File: src/rtl/psf_defines.svh
`ifndef PSF_DEFINES_SVH
`define PSF_DEFINES_SVH

// Management frame layout.
`define PSF_PRE_LEN 6'h20
`define PSF_OP_RD 2'h2
`define PSF_OP_WR 2'h1
`define PSF_PHY_ADDR_DEF 5'h01

// Register offset.
`define PSF_REG_SPECIAL 5'h1b

// Field positions.
`define PSF_LEN_HI 15
`define PSF_LEN_LO 13
`define PSF_RISE_HI 11
`define PSF_RISE_LO 10
`define PSF_AMDIX_BIT 9
`define PSF_MDIX_BIT 8
`define PSF_ALB_BIT 7
`define PSF_LDE_BIT 6
`define PSF_LSE_BIT 5
`define PSF_LDET_BIT 4

// Reset values.
`define PSF_LEN_RST 3'h0
`define PSF_RISE_RST 2'h0
`define PSF_AMDIX_RST 1'h1
`define PSF_MDIX_RST 1'h1
`define PSF_ALB_RST 1'h0
`define PSF_LDE_RST 1'h0
`define PSF_LSE_RST 1'h0
`define PSF_LDET_RST 1'h0

// Rise-time codes.
`define PSF_RISE_3P3NS 2'h0
`define PSF_RISE_3P6NS 2'h1
`define PSF_RISE_3P9NS 2'h2
`define PSF_RISE_4P2NS 2'h3

// Loopback qualification times and derived cycle counts.
`define PSF_CLK_PERIOD_NS 10
`define PSF_LPBK_QUAL_NS 2000
`define PSF_LPBK_FAST_NS 500
`define PSF_LPBK_QUAL_CYC ((`PSF_LPBK_QUAL_NS + `PSF_CLK_PERIOD_NS - 1) / `PSF_CLK_PERIOD_NS)
`define PSF_LPBK_FAST_CYC ((`PSF_LPBK_FAST_NS + `PSF_CLK_PERIOD_NS - 1) / `PSF_CLK_PERIOD_NS)

`endif

File: src/rtl/psf_pkg.sv
package psf_pkg;

  typedef struct packed {
    logic [4:0] addr;
    logic wr;
    logic [15:0] data;
  } psf_req_s;

  typedef struct packed {
    logic [1:0] rise_sel;
    logic auto_mdix_en;
    logic mdix_sel;
    logic analog_lpbk;
    logic lpbk_det_en;
    logic lpbk_speedup;
  } psf_ctrl_s;

  typedef enum logic [2:0] {
    PSF_ST_PRE,
    PSF_ST_START,
    PSF_ST_HDR,
    PSF_ST_RTA,
    PSF_ST_RDATA,
    PSF_ST_WTA,
    PSF_ST_WDATA
  } psf_mdio_st_e;

endpackage

File: src/rtl/psf_mdio_engine.sv
`timescale 1ns/1ps
`include "psf_defines.svh"

module psf_mdio_engine
  import psf_pkg::*;
#(
  parameter logic [4:0] PHY_ADDR = `PSF_PHY_ADDR_DEF
)
(
  input wire logic i_core_clk,
  input wire logic i_sys_rst,
  input wire logic i_mdc,
  input wire logic i_mdio_in,
  input wire logic [15:0] i_rd_data,
  output psf_req_s o_req,
  output logic o_mdio_out,
  output logic o_mdio_oe
);

  psf_mdio_st_e st_q, st_d;
  logic [5:0] cnt_q, cnt_d;
  logic [15:0] sh_q, sh_d;
  logic mdc_q;
  logic armed_q;
  logic out_q, out_d;
  logic oe_q, oe_d;
  psf_req_s req_q, req_d;
  logic mdc_rise;
  logic [11:0] hdr;

  // The first sample after reset only arms the detector, so a clock left high is no edge.
  assign mdc_rise = i_mdc & ~mdc_q & armed_q;
  assign hdr = {sh_q[10:0], i_mdio_in};

  ////////////////////////////////////////////////////////////////////////////
  // Frame decoding on each rising edge of the management clock.

  always_comb
  begin
    st_d = st_q;
    cnt_d = cnt_q;
    sh_d = sh_q;
    out_d = out_q;
    oe_d = oe_q;
    req_d = req_q;
    req_d.wr = 1'b0;
    if (mdc_rise)
    begin
      unique case (st_q)
        PSF_ST_PRE:
        begin
          if (i_mdio_in)
            cnt_d = (cnt_q == `PSF_PRE_LEN) ? cnt_q : cnt_q + 6'h01;
          else if (cnt_q == `PSF_PRE_LEN)
            st_d = PSF_ST_START;
          else
            cnt_d = 6'h00;
        end
        PSF_ST_START:
        begin
          cnt_d = 6'h00;
          st_d = i_mdio_in ? PSF_ST_HDR : PSF_ST_PRE;
        end
        PSF_ST_HDR:
        begin
          sh_d = {sh_q[14:0], i_mdio_in};
          cnt_d = cnt_q + 6'h01;
          if (cnt_q == 6'h0b)
          begin
            cnt_d = 6'h00;
            req_d.addr = hdr[4:0];
            if (hdr[9:5] != PHY_ADDR)
              st_d = PSF_ST_PRE;
            else if (hdr[11:10] == `PSF_OP_RD)
              st_d = PSF_ST_RTA;
            else if (hdr[11:10] == `PSF_OP_WR)
              st_d = PSF_ST_WTA;
            else
              st_d = PSF_ST_PRE;
          end
        end
        PSF_ST_RTA:
        begin
          oe_d = 1'b1;
          out_d = 1'b0;
          sh_d = i_rd_data;
          st_d = PSF_ST_RDATA;
        end
        PSF_ST_RDATA:
        begin
          if (cnt_q == 6'h10)
          begin
            oe_d = 1'b0;
            out_d = 1'b0;
            cnt_d = 6'h00;
            st_d = PSF_ST_PRE;
          end
          else
          begin
            out_d = sh_q[15];
            sh_d = {sh_q[14:0], 1'b0};
            cnt_d = cnt_q + 6'h01;
          end
        end
        PSF_ST_WTA:
        begin
          cnt_d = cnt_q + 6'h01;
          if (cnt_q == 6'h01)
          begin
            cnt_d = 6'h00;
            st_d = PSF_ST_WDATA;
          end
        end
        PSF_ST_WDATA:
        begin
          sh_d = {sh_q[14:0], i_mdio_in};
          cnt_d = cnt_q + 6'h01;
          if (cnt_q == 6'h0f)
          begin
            req_d.wr = 1'b1;
            req_d.data = {sh_q[14:0], i_mdio_in};
            cnt_d = 6'h00;
            st_d = PSF_ST_PRE;
          end
        end
      endcase
    end
  end

  always_ff @(posedge i_core_clk or posedge i_sys_rst)
  begin
    if (i_sys_rst)
    begin
      st_q <= PSF_ST_PRE;
      cnt_q <= 6'h00;
      sh_q <= 16'h0000;
      mdc_q <= 1'b0;
      armed_q <= 1'b0;
      out_q <= 1'b0;
      oe_q <= 1'b0;
      req_q <= '0;
    end
    else
    begin
      st_q <= st_d;
      cnt_q <= cnt_d;
      sh_q <= sh_d;
      mdc_q <= i_mdc;
      armed_q <= 1'b1;
      out_q <= out_d;
      oe_q <= oe_d;
      req_q <= req_d;
    end
  end

  assign o_req = req_q;
  assign o_mdio_out = out_q;
  assign o_mdio_oe = oe_q;

endmodule

File: src/rtl/psf_special_function.sv
// Functional notes
// - Two-bit rise-time code picks edge rate 3.3, 3.6, 3.9 or 4.2 ns.
// - Rise-time code is loaded from strap pins at hardware reset.
// - Read-write auto crossover enable bit switches automatic MDI/MDIX; resets to one.
// - Read-write pair select: zero is MDI, one is MDIX; resets to one.
// - Analog loopback bit enables loopback while still transmitting; resets to zero.
// - Read-only loopback detected bit shows a detected loopback; resets to zero.
// - Reserved positions are written as zero by software and kept zero.
`timescale 1ns/1ps
`include "psf_defines.svh"

module psf_special_function
  import psf_pkg::*;
#(
  parameter logic [4:0] PHY_ADDR = `PSF_PHY_ADDR_DEF,
  parameter int QUAL_CYC = `PSF_LPBK_QUAL_CYC,
  parameter int FAST_CYC = `PSF_LPBK_FAST_CYC
)
(
  input wire logic i_core_clk,
  input wire logic i_sys_rst,
  input wire logic i_mdc,
  input wire logic i_mdio_in,
  output logic o_mdio_out,
  output logic o_mdio_oe,
  input wire logic [1:0] i_rise_strap,
  input wire logic [2:0] i_line_len,
  input wire logic i_lpbk_seen,
  output psf_ctrl_s o_ctrl,
  output logic o_lpbk_detected
);

  localparam logic [11:0] QUAL_LIM = 12'(QUAL_CYC);
  localparam logic [11:0] FAST_LIM = 12'(FAST_CYC);

  psf_req_s req;
  psf_ctrl_s ctrl_q, ctrl_d;
  logic strap_done_q, strap_done_d;
  logic [2:0] len_q, len_d;
  logic det_q, det_d;
  logic [11:0] qcnt_q, qcnt_d;
  logic [11:0] qlim;
  logic [15:0] rd_data;

  // Assembles the register image; reserved positions always read zero.
  function automatic logic [15:0] sf_image(input psf_ctrl_s c, input logic [2:0] len,
                                           input logic det);
    logic [15:0] v;
    v = 16'h0000;
    v[`PSF_LEN_HI:`PSF_LEN_LO] = len;
    v[`PSF_RISE_HI:`PSF_RISE_LO] = c.rise_sel;
    v[`PSF_AMDIX_BIT] = c.auto_mdix_en;
    v[`PSF_MDIX_BIT] = c.mdix_sel;
    v[`PSF_ALB_BIT] = c.analog_lpbk;
    v[`PSF_LDE_BIT] = c.lpbk_det_en;
    v[`PSF_LSE_BIT] = c.lpbk_speedup;
    v[`PSF_LDET_BIT] = det;
    return v;
  endfunction

  psf_mdio_engine #(
    .PHY_ADDR(PHY_ADDR)
  ) u_mdio (
    .i_core_clk(i_core_clk),
    .i_sys_rst(i_sys_rst),
    .i_mdc(i_mdc),
    .i_mdio_in(i_mdio_in),
    .i_rd_data(rd_data),
    .o_req(req),
    .o_mdio_out(o_mdio_out),
    .o_mdio_oe(o_mdio_oe)
  );

  assign rd_data = (req.addr == `PSF_REG_SPECIAL) ? sf_image(ctrl_q, len_q, det_q) : 16'h0000;

  ////////////////////////////////////////////////////////////////////////////
  // Control fields: strap capture after reset, then software writes.

  always_comb
  begin
    ctrl_d = ctrl_q;
    strap_done_d = 1'b1;
    if (!strap_done_q)
      ctrl_d.rise_sel = i_rise_strap;
    if (req.wr && req.addr == `PSF_REG_SPECIAL)
    begin
      ctrl_d.rise_sel = req.data[`PSF_RISE_HI:`PSF_RISE_LO];
      ctrl_d.auto_mdix_en = req.data[`PSF_AMDIX_BIT];
      ctrl_d.mdix_sel = req.data[`PSF_MDIX_BIT];
      ctrl_d.analog_lpbk = req.data[`PSF_ALB_BIT];
      ctrl_d.lpbk_det_en = req.data[`PSF_LDE_BIT];
      ctrl_d.lpbk_speedup = req.data[`PSF_LSE_BIT];
    end
  end

  always_ff @(posedge i_core_clk or posedge i_sys_rst)
  begin
    if (i_sys_rst)
    begin
      ctrl_q.rise_sel <= `PSF_RISE_RST;
      ctrl_q.auto_mdix_en <= `PSF_AMDIX_RST;
      ctrl_q.mdix_sel <= `PSF_MDIX_RST;
      ctrl_q.analog_lpbk <= `PSF_ALB_RST;
      ctrl_q.lpbk_det_en <= `PSF_LDE_RST;
      ctrl_q.lpbk_speedup <= `PSF_LSE_RST;
      strap_done_q <= 1'b0;
    end
    else
    begin
      ctrl_q <= ctrl_d;
      strap_done_q <= strap_done_d;
    end
  end

  ////////////////////////////////////////////////////////////////////////////
  // Status: line length sample and qualified loopback detection.

  assign qlim = ctrl_q.lpbk_speedup ? FAST_LIM : QUAL_LIM;

  always_comb
  begin
    len_d = i_line_len;
    qcnt_d = 12'h000;
    det_d = 1'b0;
    if (ctrl_q.lpbk_det_en && i_lpbk_seen)
    begin
      if (qcnt_q >= qlim)
      begin
        qcnt_d = qcnt_q;
        det_d = 1'b1;
      end
      else
      begin
        qcnt_d = qcnt_q + 12'h001;
      end
    end
  end

  always_ff @(posedge i_core_clk or posedge i_sys_rst)
  begin
    if (i_sys_rst)
    begin
      len_q <= `PSF_LEN_RST;
      det_q <= `PSF_LDET_RST;
      qcnt_q <= 12'h000;
    end
    else
    begin
      len_q <= len_d;
      det_q <= det_d;
      qcnt_q <= qcnt_d;
    end
  end

  assign o_ctrl = ctrl_q;
  assign o_lpbk_detected = det_q;

endmodule

File: config.mk
export PLATFORM = sky130hd
export DESIGN_NAME = psf_special_function
export DESIGN_NICKNAME = d
export VERILOG_FILES = /design/src/rtl/psf_pkg.sv /design/src/rtl/psf_mdio_engine.sv /design/src/rtl/psf_special_function.sv
export VERILOG_INCLUDE_DIRS = /design/src /design/src/rtl
export SDC_FILE = /design/constraint.sdc
export NUM_CORES = 1
export LEC_CHECK = 0
export ABC_AREA = 0
export BUFFER_PORTS_ARGS = -buffer_cell sky130_fd_sc_hd__buf_4
export CORE_MARGIN = 1.5
export CORE_UTILIZATION = 53
export CTS_BUF_LIST = sky130_fd_sc_hd__clkbuf_16
export DETAILED_ROUTE_END_ITERATION = 12
export GPL_TIMING_DRIVEN = 0
export MAX_ROUTING_LAYER = met4
export PLACE_DENSITY = 0.71
export SETUP_SLACK_MARGIN = 0.5
export SLEW_MARGIN = 20
export SYNTH_ARGS = -nofsm -noshare
export SYNTH_HDL_FRONTEND = slang
export SYNTH_SLANG_ARGS = --single-unit
File: constraint.sdc
create_clock -name i_core_clk -period 2.8 [get_ports i_core_clk]
set_clock_uncertainty 0.1 [all_clocks]
set_input_delay 0.28 -clock i_core_clk [delete_from_list [all_inputs] [get_ports i_core_clk]]
set_output_delay 0.28 -clock i_core_clk [all_outputs]
set_load 0.005 [all_outputs]
==> flow_summary_export.csv, run 1 <==
group,metric,value,unit
status,status,"completed",
power_and_ir_drop,power,2.72,mW
power_and_ir_drop,p_per_area,683,nW/um^2
layout,syn_to_final_growth,22.1,%
logic_synthesis,async_flop_share,100,%
place,place.gp.congestion,0.865,
cts,clk_pin_slew_worst_paths,60,ps
route,wl,7.18,mm
setup_path,r2r_start,"o_ctrl[0]$_DFFE_PP0P_",
route,firstDrtPassIters,4,
power_and_ir_drop,vdd_ir_drop_max,0.501,mV
layout,seq_area,1630,sq um
floorplan,die_w,81.5,microns
grt,grt_pass1_vias,2511,
logic_synthesis,ys_ff_latch,65,
layout,antennaDiodeCount,0,
timing,min_period_over_period,80.2,%
floorplan,coreArea,5920,sq um
place,port_buffers,19,
timing,slew_violations,0,
grt,antenna_found_initial,0,
hold_path,whs_path_depth,2,
setup_path,critPathSlowestCell,"or4_1",
route,drt_iter0_markers,97,
logic_synthesis,synth-edff-count,0,
setup_path,endpoint_kind,"flip-flop",
timing,setup_tns,0,ps
setup_path,rr_endpoint,"qcnt_q[6]$_DFFE_PP0P_",
setup_path,ff2ff_setup_slack,560,ps
grt,grt_overflow,0,
grt,grt_pass1_wl,12.1,mm
logic_synthesis,syn_inst,312,
setup_path,arrival,2400,ps
layout,final_common_cell,"dfrtp_1",
floorplan,dieArea,6630,sq um
hold_path,whs_endpoint,"qcnt_q[10]$_DFFE_PP0P_",
timing,tightest_slew,607,ps
place,dpl_cell_area,3530,sq um
cts,cts_tree,"done",
setup_path,reg2reg_depth,7,
grt,grt_start_max_net_pins,57,
floorplan,rows,28,
floorplan,initial_utilization,55.1,%
logic_synthesis,synth_cell_types,55,
setup_path,cp_cell_sequence,"buf_4 > ha_1 > nand2b_1 > a31oi_1 > o21a_4 > or4_1 > a21oi_2",
setup_path,crit_family,"compound AO/OA/AOI/OAI gates",
timing,period_needed,2240,ps
layout,multi_input_area,1560,sq um
timing,relSlewSlack,59.2,%
floorplan,io_pins,20,
hold_path,min_from,"i_lpbk_seen",
layout,drive_gt1_share,23.9,%
cts,cts_buffer_depth,2,
power_and_ir_drop,leakagePower,1.83,nW
grt,grt_usage,25.0,%
setup_path,critPathRequiredTime,2950,ps
route,avgViaCountPerCell,6.02,
cts,cts-root-buf,"clkbuf_16",
setup_path,critPathMaxFanout,9,
setup_path,crit_buf_inv,1,
route,antenna_left,0,
flow_run,max_cap_violations,0,
cts,cts_sinks,65,
layout,mostFrequentLayoutCells,"dfrtp_1 (61), nand2_1 (30), buf_4 (22)",
logic_synthesis,seq_area_frac_synth,49.9,%
hold_path,holdCritPathClass,"input pin to flip-flop",
route,wire_per_inst,16.7,microns
place,hpwl,4.59,mm
logic_synthesis,syn_area,3260,sq um
timing,timing.fmax,0.446,GHz
layout,nets,373,
timing,rsz0062_at_grt,"false",
timing,hold_viol_final,0,
timing,setup-violations-final,0,
route,post-route-drc-count,0,
logic_synthesis,ys_warn_count,0,
logic_synthesis,postSynthAreaPerCell,10.5,sq um
setup_path,worstSetupStartpointType,"flip-flop",
layout,fin_util,67.3,%
cts,htreeDepth,3,
timing,timing.hold.ws,127,ps
layout,num-fill-cells,424,
logic_synthesis,ys.flop_type,"dfrtp_1",
setup_path,critPathMaxStageDelay,490,ps
cts,cts-buffers-inserted,9,
logic_synthesis,syn_nets,334,
route,vias,2596,
setup_path,critPathKind,"flip-flop to flip-flop",
floorplan,die_height,81.5,microns
cts,worstSkewPairLatency,330,ps
layout,final_cell_area,3980,sq um
==> cell type report <==
| class | instances | share of cell area (%) |
|---|---|---|
| multi-input cells | 217 | 39.3 |
| clock inverters | 7 | 2.32 |
| inverters | 18 | 1.76 |
| flip-flops and latches | 65 | 41.0 |
| plain buffers | 12 | 1.57 |
| well taps | 75 | 2.36 |
| repair buffers | 28 | 6.09 |
| clock buffers | 9 | 5.66 |
==> flip-flops by register name, summed over array words and instances (netlist names) <==
| name | count |
|---|---|
| o_lpbk_detected | 1 |
| u_mdio.armed_q | 1 |
| qcnt_q | 12 |
| u_mdio.cnt_q | 6 |
| u_mdio.mdc_q | 1 |
| u_mdio.o_req | 13 |
| u_mdio.o_mdio_oe | 1 |
| u_mdio.sh_q | 16 |
| u_mdio.st_q | 3 |
| o_ctrl | 7 |
| len_q | 3 |
| u_mdio.o_mdio_out | 1 |
==> worst max-delay path by stage <==
stage	startpoint	endpoint	slack, ps	cells after the start
3_3_place_gp	i_sys_rst	o_ctrl[6]$_DFFE_PP0P_	-10	2
2_1_floorplan	u_mdio.cnt_q[0]$_DFFE_PP0P_	u_mdio.st_q[1]$_DFFE_PP0P_	640	6
5_1_grt	o_ctrl[0]$_DFFE_PP0P_	qcnt_q[4]$_DFFE_PP0P_	470	7
6_report	o_ctrl[0]$_DFFE_PP0P_	qcnt_q[6]$_DFFE_PP0P_	560	7
3_5_place_dp	u_mdio.cnt_q[0]$_DFFE_PP0P_	u_mdio.st_q[1]$_DFFE_PP0P_	430	6
4_1_cts	u_mdio.cnt_q[0]$_DFFE_PP0P_	u_mdio.st_q[1]$_DFFE_PP0P_	500	6
==> worst register-to-register path: cells and delay by family (launching register included) <==
family / cells / cell delay (ps)
adder cells (fa/ha/maj): 1 / 280
flip-flops: 1 / 460
buffers and inverters: 1 / 160
AO/OA/AOI/OAI: 3 / 580
AND/OR/NAND/NOR: 2 / 570
==> cells by family after synthesis <==
| family | synth area share [%] |
|---|---|
| and+or+nand+nor | 16.7 |
| AOI/OAI and AO/OA | 17.8 |
| DFF | 49.9 |
| buffers and inverters | 3.80 |
| muxes | 6.83 |
| adders and majority gates | 4.60 |
| other | 0.115 |
| xor gates and xnor gates | 0.269 |
==> cell usage after synthesis (2+ instances only) <==
library cell,number,area [sq um]
dfrtp_1,63,1580
nand2_1,31,116
inv_1,18,67.6
mux2_2,18,203
o21ai_0,17,85.1
a21oi_1,15,75.1
ha_1,12,150
a31oi_1,11,68.8
nand3_1,11,55.1
nor2_1,11,41.3
a22oi_1,10,75.1
and3_1,7,43.8
clkbuf_1,7,26.3
nor3_1,5,25.0
a22o_1,4,35.0
nand2b_1,4,25.0
nor4_1,4,25.0
o2111ai_1,4,35.0
a41o_1,3,30.0
and2_1,3,18.8
buf_2,3,15.0
nand4_1,3,18.8
o22ai_1,3,18.8
o31ai_1,3,22.5
o32ai_1,3,26.3
a221oi_1,2,17.5
dfstp_2,2,52.6
mux2i_1,2,20.0
nand3b_1,2,15.0
nor2b_1,2,12.5
nor4_4,2,42.5
o21a_1,2,15.0
or3_1,2,12.5
or4_1,2,15.0
==> stage by stage <==
stage                     std cells  worst slack, ps
after floorplan                 312              635
after global placement          406            -14.4
after detailed placement        407              432
after CTS                       428              500
after global routing            431              474
final                           431              555
==> timing repair <==
item / 4_1_cts / 5_1_grt
pin swaps: 0 / 1
hold buffers: 5 / 0
endpoints found under the hold margin: 13 / 0
setup buffers: 0 / 3
endpoints found under the setup margin: 2 / 27
resized for setup: 4 / 17
==> power by group <==
part / total (mW) / internal [mW] / switching (mW)
clock network: 1.19 / 0.778 / 0.413
logic: 0.434 / 0.157 / 0.276
registers: 1.09 / 1.01 / 0.0856
total: 2.72 / 1.94 / 0.775
==> metal layers <==
layer | vias up | routed length, microns | track usage, %
met5 | - | 0 | -
met4 | 0 | 117 | 8.79
met3 | 14 | 260 | 6.11
met2 | 53 | 3570 | 38.3
met1 | 1285 | 3230 | 32.4
li1 | 1244 | - | -
Note: power is estimated with default switching activity, not from simulation.
==> run 2: changes to the inputs <==
--- a/config.mk
+++ b/config.mk
@@ -6,7 +6,7 @@
 export SDC_FILE = /design/constraint.sdc
 export NUM_CORES = 1
 export LEC_CHECK = 0
-export ABC_AREA = 0
+export ABC_AREA = 1
 export BUFFER_PORTS_ARGS = -buffer_cell sky130_fd_sc_hd__buf_4
 export CORE_MARGIN = 1.5
 export CORE_UTILIZATION = 53
==> constraint.sdc (replaced) <==
create_clock -name i_core_clk -period 2.3 [get_ports i_core_clk]
set_clock_uncertainty 0.1 [all_clocks]
set_input_delay 0.23 -clock i_core_clk [delete_from_list [all_inputs] [get_ports i_core_clk]]
set_output_delay 0.23 -clock i_core_clk [all_outputs]
set_load 0.005 [all_outputs]
==> flow_summary_export.csv, run 2 <==
group,metric,value,unit
status,status,"completed",
grt,grt_usage,25.3,%
cts,cts_buffer_depth,2,
route,antenna_left,0,
layout,mostFrequentLayoutCells,"nand2_1 (106), dfrtp_1 (62), nand3_1 (43)",
place,place_worst_setup_slack,387,ps
timing,timing.fmax,0.575,GHz
setup_path,arrival,1860,ps
logic_synthesis,synth-edff-count,0,
logic_synthesis,ys_warn_count,0,
floorplan,rows,29,
logic_synthesis,synth_mux_area_share,0,%
timing,setup_ws,562,ps
logic_synthesis,synth_simple_gate_area_share,30.3,%
grt,grt_pass1_wl,13.8,mm
setup_path,worstSetupStartpointType,"flip-flop",
place,port_buffers,19,
logic_synthesis,synth_fa_ha_area_share,4.27,%
route,drt_iter0_markers,148,
setup_path,critPathRequiredTime,2420,ps
cts,cts-buffers-inserted,9,
timing,rsz0062_at_grt,"true",
timing,tightest_slew,729,ps
timing,setup-violations-final,0,
place,place.gp.congestion,0.870,
cts,cts_tree,"done",
route,post-route-drc-count,0,
grt,grt_start_max_net_pins,34,
logic_synthesis,synthTopCellsByCount,"nand2_1 (109), dfrtp_1 (63), inv_1 (46), nand3_1 (45), nor2_1 (25)",
grt,grt_overflow,0,
logic_synthesis,seq_area_frac_synth,46.3,%
floorplan,die_w,84.5,microns
setup_path,critPathKind,"flip-flop to flip-flop",
cts,cts_sinks,65,
floorplan,io_pins,20,
floorplan,die_height,84.5,microns
layout,num-fill-cells,507,
logic_synthesis,yosysTopAreaCell,"dfrtp_1",
logic_synthesis,postSynthAreaPerCell,8.12,sq um
power_and_ir_drop,leakagePower,2.20,nW
logic_synthesis,synth_cell_types,35,
cts,clk_pin_slew_worst_paths,60,ps
logic_synthesis,synth_top_cell_area_share,44.8,%
floorplan,initial_utilization,55.1,%
logic_synthesis,async_flop_share,100,%
logic_synthesis,yosys-top-cells-area,"dfrtp_1 (45%), nand2_1 (12%), nand3_1 (6.4%), inv_1 (4.9%), ha_1 (4.3%)",
logic_synthesis,synth_most_common_cell,"nand2_1",
logic_synthesis,syn_area,3520,sq um
route,vias,3096,
setup_path,reg2reg_depth,9,
logic_synthesis,synth_compound_area_share,10.3,%
layout,max_flop_register,"u_mdio.sh_q",
layout,drive_gt1_share,26.1,%
timing,hold_viol_final,0,
grt,grt_pass1_vias,2947,
layout,seq_area,1630,sq um
timing,period_needed,1740,ps
cts,htreeDepth,3,
power_and_ir_drop,p_per_area,848,nW/um^2
setup_path,crit_end,"u_mdio.sh_q[4]$_DFFE_PP0P_",
logic_synthesis,ys.flop_type,"dfrtp_1",
route,firstDrtPassIters,4,
setup_path,endpoint_kind,"flip-flop",
floorplan,dieArea,7130,sq um
logic_synthesis,ys_ff_latch,65,
timing,min_period_over_period,75.6,%
layout,antennaDiodeCount,0,
cts,cts-root-buf,"clkbuf_16",
logic_synthesis,synthXorXnorAreaFrac,1.25,%
route,wl,8.41,mm
hold_path,holdCritPathClass,"input pin to flip-flop",
setup_path,r2r_start,"u_mdio.st_q[2]$_DFFE_PP0P_",
route,avgViaCountPerCell,5.41,
logic_synthesis,synth_top_family_by_area,"simple AND/OR/NAND/NOR gates",
power_and_ir_drop,vdd_ir_drop_max,0.634,mV
layout,nets,513,
flow_run,max_cap_violations,0,
setup_path,rr_endpoint,"u_mdio.sh_q[4]$_DFFE_PP0P_",
layout,multi_input_area,1770,sq um
timing,setup_tns,0,ps
setup_path,ff2ff_setup_slack,560,ps
setup_path,critPathMaxFanout,6,
timing,slew_violations,0,
route,wire_per_inst,14.7,microns
grt,antenna_found_initial,0,
setup_path,crit_start,"u_mdio.st_q[2]$_DFFE_PP0P_",
place,hpwl,5.50,mm
logic_synthesis,syn_inst,433,
floorplan,coreArea,6390,sq um
cts,worstSkewPairLatency,330,ps
layout,largest_register_ffs,16,
layout,final_common_cell,"nand2_1",
timing,relSlewSlack,51.3,%
power_and_ir_drop,power,3.76,mW
layout,syn_to_final_growth,26.0,%
logic_synthesis,syn_nets,455,
run 2: worst min-delay path by stage:
stage | startpoint | end | slack [ps] | cells past startpoint
CTS | i_rise_strap[0] | o_ctrl[5]$_DFFE_PP0P_ | 60 | 3
global route | i_rise_strap[1] | o_ctrl[6]$_DFFE_PP0P_ | 100 | 3
detailed placement | i_line_len[1] | len_q[1]$_DFF_PP0_ | 240 | 1
finish | i_rise_strap[0] | o_ctrl[5]$_DFFE_PP0P_ | 70 | 3
global placement | i_line_len[1] | len_q[1]$_DFF_PP0_ | 240 | 1
floorplan | i_line_len[0] | len_q[0]$_DFF_PP0_ | 160 | 0
run 2: final cells by class:
type | count | area share, %
Tap cell | 77 | 2.17
Inverter | 54 | 4.74
Timing Repair Buffer | 46 | 9.09
Clock buffer | 9 | 5.08
Buffer | 9 | 1.55
Sequential cell | 65 | 36.8
Multi-Input combinational cell | 306 | 39.9
Clock inverter | 6 | 0.650
run 2: cells by family (layout without fill, tap and decap cells):
kind of cell             after synthesis  in the layout
adder cells (fa/ha/maj)               12             12
XOR/XNOR                               5              5
AO/OA/AOI/OAI                         62             62
AND/OR/NAND/NOR                      225            226
flip-flops                            65             65
other                                  1              1
buffers and inverters                 63            124
run 2: timing repair:
item | in CTS | in global routing
pin swaps | 0 | 14
hold buffers | 5 | 0
gates resized for setup | 8 | 28
setup endpoints to repair | 32 | 44
gates cloned | 0 | 4
hold endpoints to repair | 34 | 0
setup buffers | 2 | 16
run 2: worst max-delay path, cell delays in order (launching register included):
cell and delay, ps:
dfrtp_1 470, inv_2 150, nand2_2 90, nand2_4 70, inv_2 70, nor2_2 280
nor2_8 100, buf_8 150, nand2_1 80, o21ai_2 60
run 2: layer usage:
metal  wire length, microns  global-route usage, %
met1                   3690                   32.8
met2                   4170                   39.7
met3                    350                   4.03
met4                    199                   10.6
met5                      0                      -
run 2: through the flow:
step | instances | utilization [%] | hold slack (ps) | cell area, sq um
after floorplan | 433 | - | 161 | 3520
after global placement | 529 | 58.9 | 240 | 3760
after detailed placement | 530 | 59.2 | 242 | 3780
after CTS | 552 | 64.4 | 63.0 | 4110
after global routing | 572 | 69.4 | 95.9 | 4430
final | 572 | 69.4 | 70.7 | 4430
run 2: power breakdown:
part	switching [mW]	internal (mW)	total [mW]
Clock	0.480	0.706	1.19
Combinational	0.702	0.437	1.14
Sequential	0.130	1.30	1.43
Total	1.31	2.45	3.76
==> run 3: changes to the inputs <==
==> constraint.sdc (replaced) <==
create_clock -name i_core_clk -period 1.6 [get_ports i_core_clk]
set_clock_uncertainty 0.1 [all_clocks]
set_input_delay 0.16 -clock i_core_clk [delete_from_list [all_inputs] [get_ports i_core_clk]]
set_output_delay 0.16 -clock i_core_clk [all_outputs]
set_load 0.005 [all_outputs]
==> flow_summary_export.csv, run 3 (same netlist as run 2, synthesis figures left out) <==
group,metric,value,unit
status,status,"finished with violations",
status,violations,"setup timing",
power_and_ir_drop,vdd_ir_drop_max,1.20,mV
floorplan,initial_utilization,55.1,%
route,wl_met1,4.36,mm
route,top_layer,"met4",
route,wl_met2,5.46,mm
setup_path,crit_start,"u_mdio.cnt_q[0]$_DFFE_PP0P_",
route,wl_met3,451,microns
hold_path,whs_path_depth,5,
cts,cts-root-buf,"clkbuf_16",
place,port_buffers,19,
cts,worstSkewPairLatency,340,ps
route,drt_iter0_markers,164,
timing,setup_ws,-192,ps
place,place_worst_setup_slack,-177,ps
route,vias,3486,
setup_path,critPathRequiredTime,1770,ps
grt,antenna_found_initial,0,
power_and_ir_drop,leakagePower,2.63,nW
layout,final_cells,605,
timing,tightest_slew,679,ps
place,place.gp.congestion,0.885,
timing,slew_violations,0,
setup_path,arrival,1960,ps
grt,grt_usage,27.3,%
timing,period_needed,1790,ps
floorplan,io_pins,20,
floorplan,die_w,84.5,microns
timing,rsz0062_at_grt,"true",
setup_path,endpoint_kind,"flip-flop",
cts,clk_pin_slew_worst_paths,60,ps
route,antenna_left,0,
grt,grt_pass1_vias,3264,
layout,syn_to_final_growth,51.1,%
timing,timing.hold.ws,103,ps
cts,cts_tree,"done",
power_and_ir_drop,power,6.50,mW
place,hpwl,5.39,mm
cts,cts-buffers-inserted,9,
route,avgViaCountPerCell,5.76,
timing,relSlewSlack,54.6,%
setup_path,reg2reg_depth,9,
setup_path,ff2ff_setup_slack,-190,ps
setup_path,critPathMaxFanout,4,
flow_run,max_cap_violations,0,
timing,hold_viol_final,0,
floorplan,dieArea,7130,sq um
cts,cts_sinks,65,
cts,htreeDepth,3,
timing,timing.fmax,0.558,GHz
route,wl,10.6,mm
grt,grt_overflow,0,
route,wire_per_inst,17.5,microns
layout,max_flop_register,"u_mdio.sh_q",
timing,setup-violations-final,42,
layout,final_common_cell,"nand2_1",
place,dpl_cell_area,3920,sq um
timing,min_period_over_period,112,%
setup_path,critPathKind,"flip-flop to flip-flop",
route,post-route-drc-count,0,
layout,drive_gt1_share,45.6,%
layout,largest_register_ffs,16,
layout,nets,545,
power_and_ir_drop,p_per_area,1220,nW/um^2
place,dp.cells,531,
layout,mostFrequentLayoutCells,"nand2_1 (76), dfrtp_1 (57), buf_4 (42)",
cts,cts_buffer_depth,2,
setup_path,r2r_start,"u_mdio.cnt_q[0]$_DFFE_PP0P_",
floorplan,die_height,84.5,microns
hold_path,holdCritPathClass,"input pin to flip-flop",
hold_path,min_from,"i_mdio_in",
grt,grt_pass1_wl,15.0,mm
layout,antennaDiodeCount,0,
floorplan,rows,29,
timing,setup_tns,-3620,ps
setup_path,crit_end,"u_mdio.st_q[2]$_DFFE_PP0P_",
floorplan,coreArea,6390,sq um
route,firstDrtPassIters,5,
setup_path,rr_endpoint,"u_mdio.st_q[2]$_DFFE_PP0P_",
layout,fin_util,83.2,%
layout,final_cell_area,5310,sq um
grt,grt_start_max_net_pins,30,
setup_path,worstSetupStartpointType,"flip-flop",
-- run 3: power breakdown --
| group | switching, mW | total, mW | leakage (nW) | internal [mW] |
|---|---|---|---|---|
| clock network | 0.811 | 2.03 | 0.147 | 1.22 |
| logic | 1.41 | 2.36 | 1.69 | 0.952 |
| registers | 0.225 | 2.11 | 0.798 | 1.88 |
| total | 2.44 | 6.50 | 2.63 | 4.06 |
-- run 3: critical path, cell delays in order, from the launching register on --
cell and delay (ps):
dfrtp_2 450, inv_2 100, ha_4 150, nand4_1 150, nand2_1 170, nand2_2 130, nor2_4 170, buf_4 130
nand3_1 90, nand2_1 90
-- run 3: layer usage --
metal	GRT usage [%]	vias up
met4	8.94	0
li1	-	1612
met5	-	-
met1	33.7	1734
met2	45.1	107
met3	5.80	33
-- run 3: layout make-up --
class,count,area (sq um)
Fill cell,340,1070
Multi-Input combinational cell,307,2210
Buffer,9,80.1
Sequential cell,65,1640
Clock buffer,9,225
Inverter,54,231
Timing Repair Buffer,77,761
Clock inverter,7,77.6
Tap cell,77,96.3
-- run 3: repair_timing --
action / 4_1_cts / 5_1_grt
hold endpoints to repair: 40 / 13
cloned: 3 / 3
hold buffers: 7 / 1
setup buffers: 31 / 14
pin swaps: 12 / 35
gates resized for setup: 65 / 89
setup endpoints to repair: 67 / 130
-- run 3: how the worst min path moves through the flow --
stage	slack, ps	end
3_3_place_gp	170	len_q[2]$_DFF_PP0_
2_1_floorplan	90	len_q[0]$_DFF_PP0_
4_1_cts	90	u_mdio.cnt_q[0]$_DFFE_PP0P_
3_5_place_dp	50	u_mdio.sh_q[11]$_DFFE_PP0P_
5_1_grt	150	u_mdio.o_req[17]$_DFFE_PP0P_
6_report	100	u_mdio.cnt_q[0]$_DFFE_PP0P_
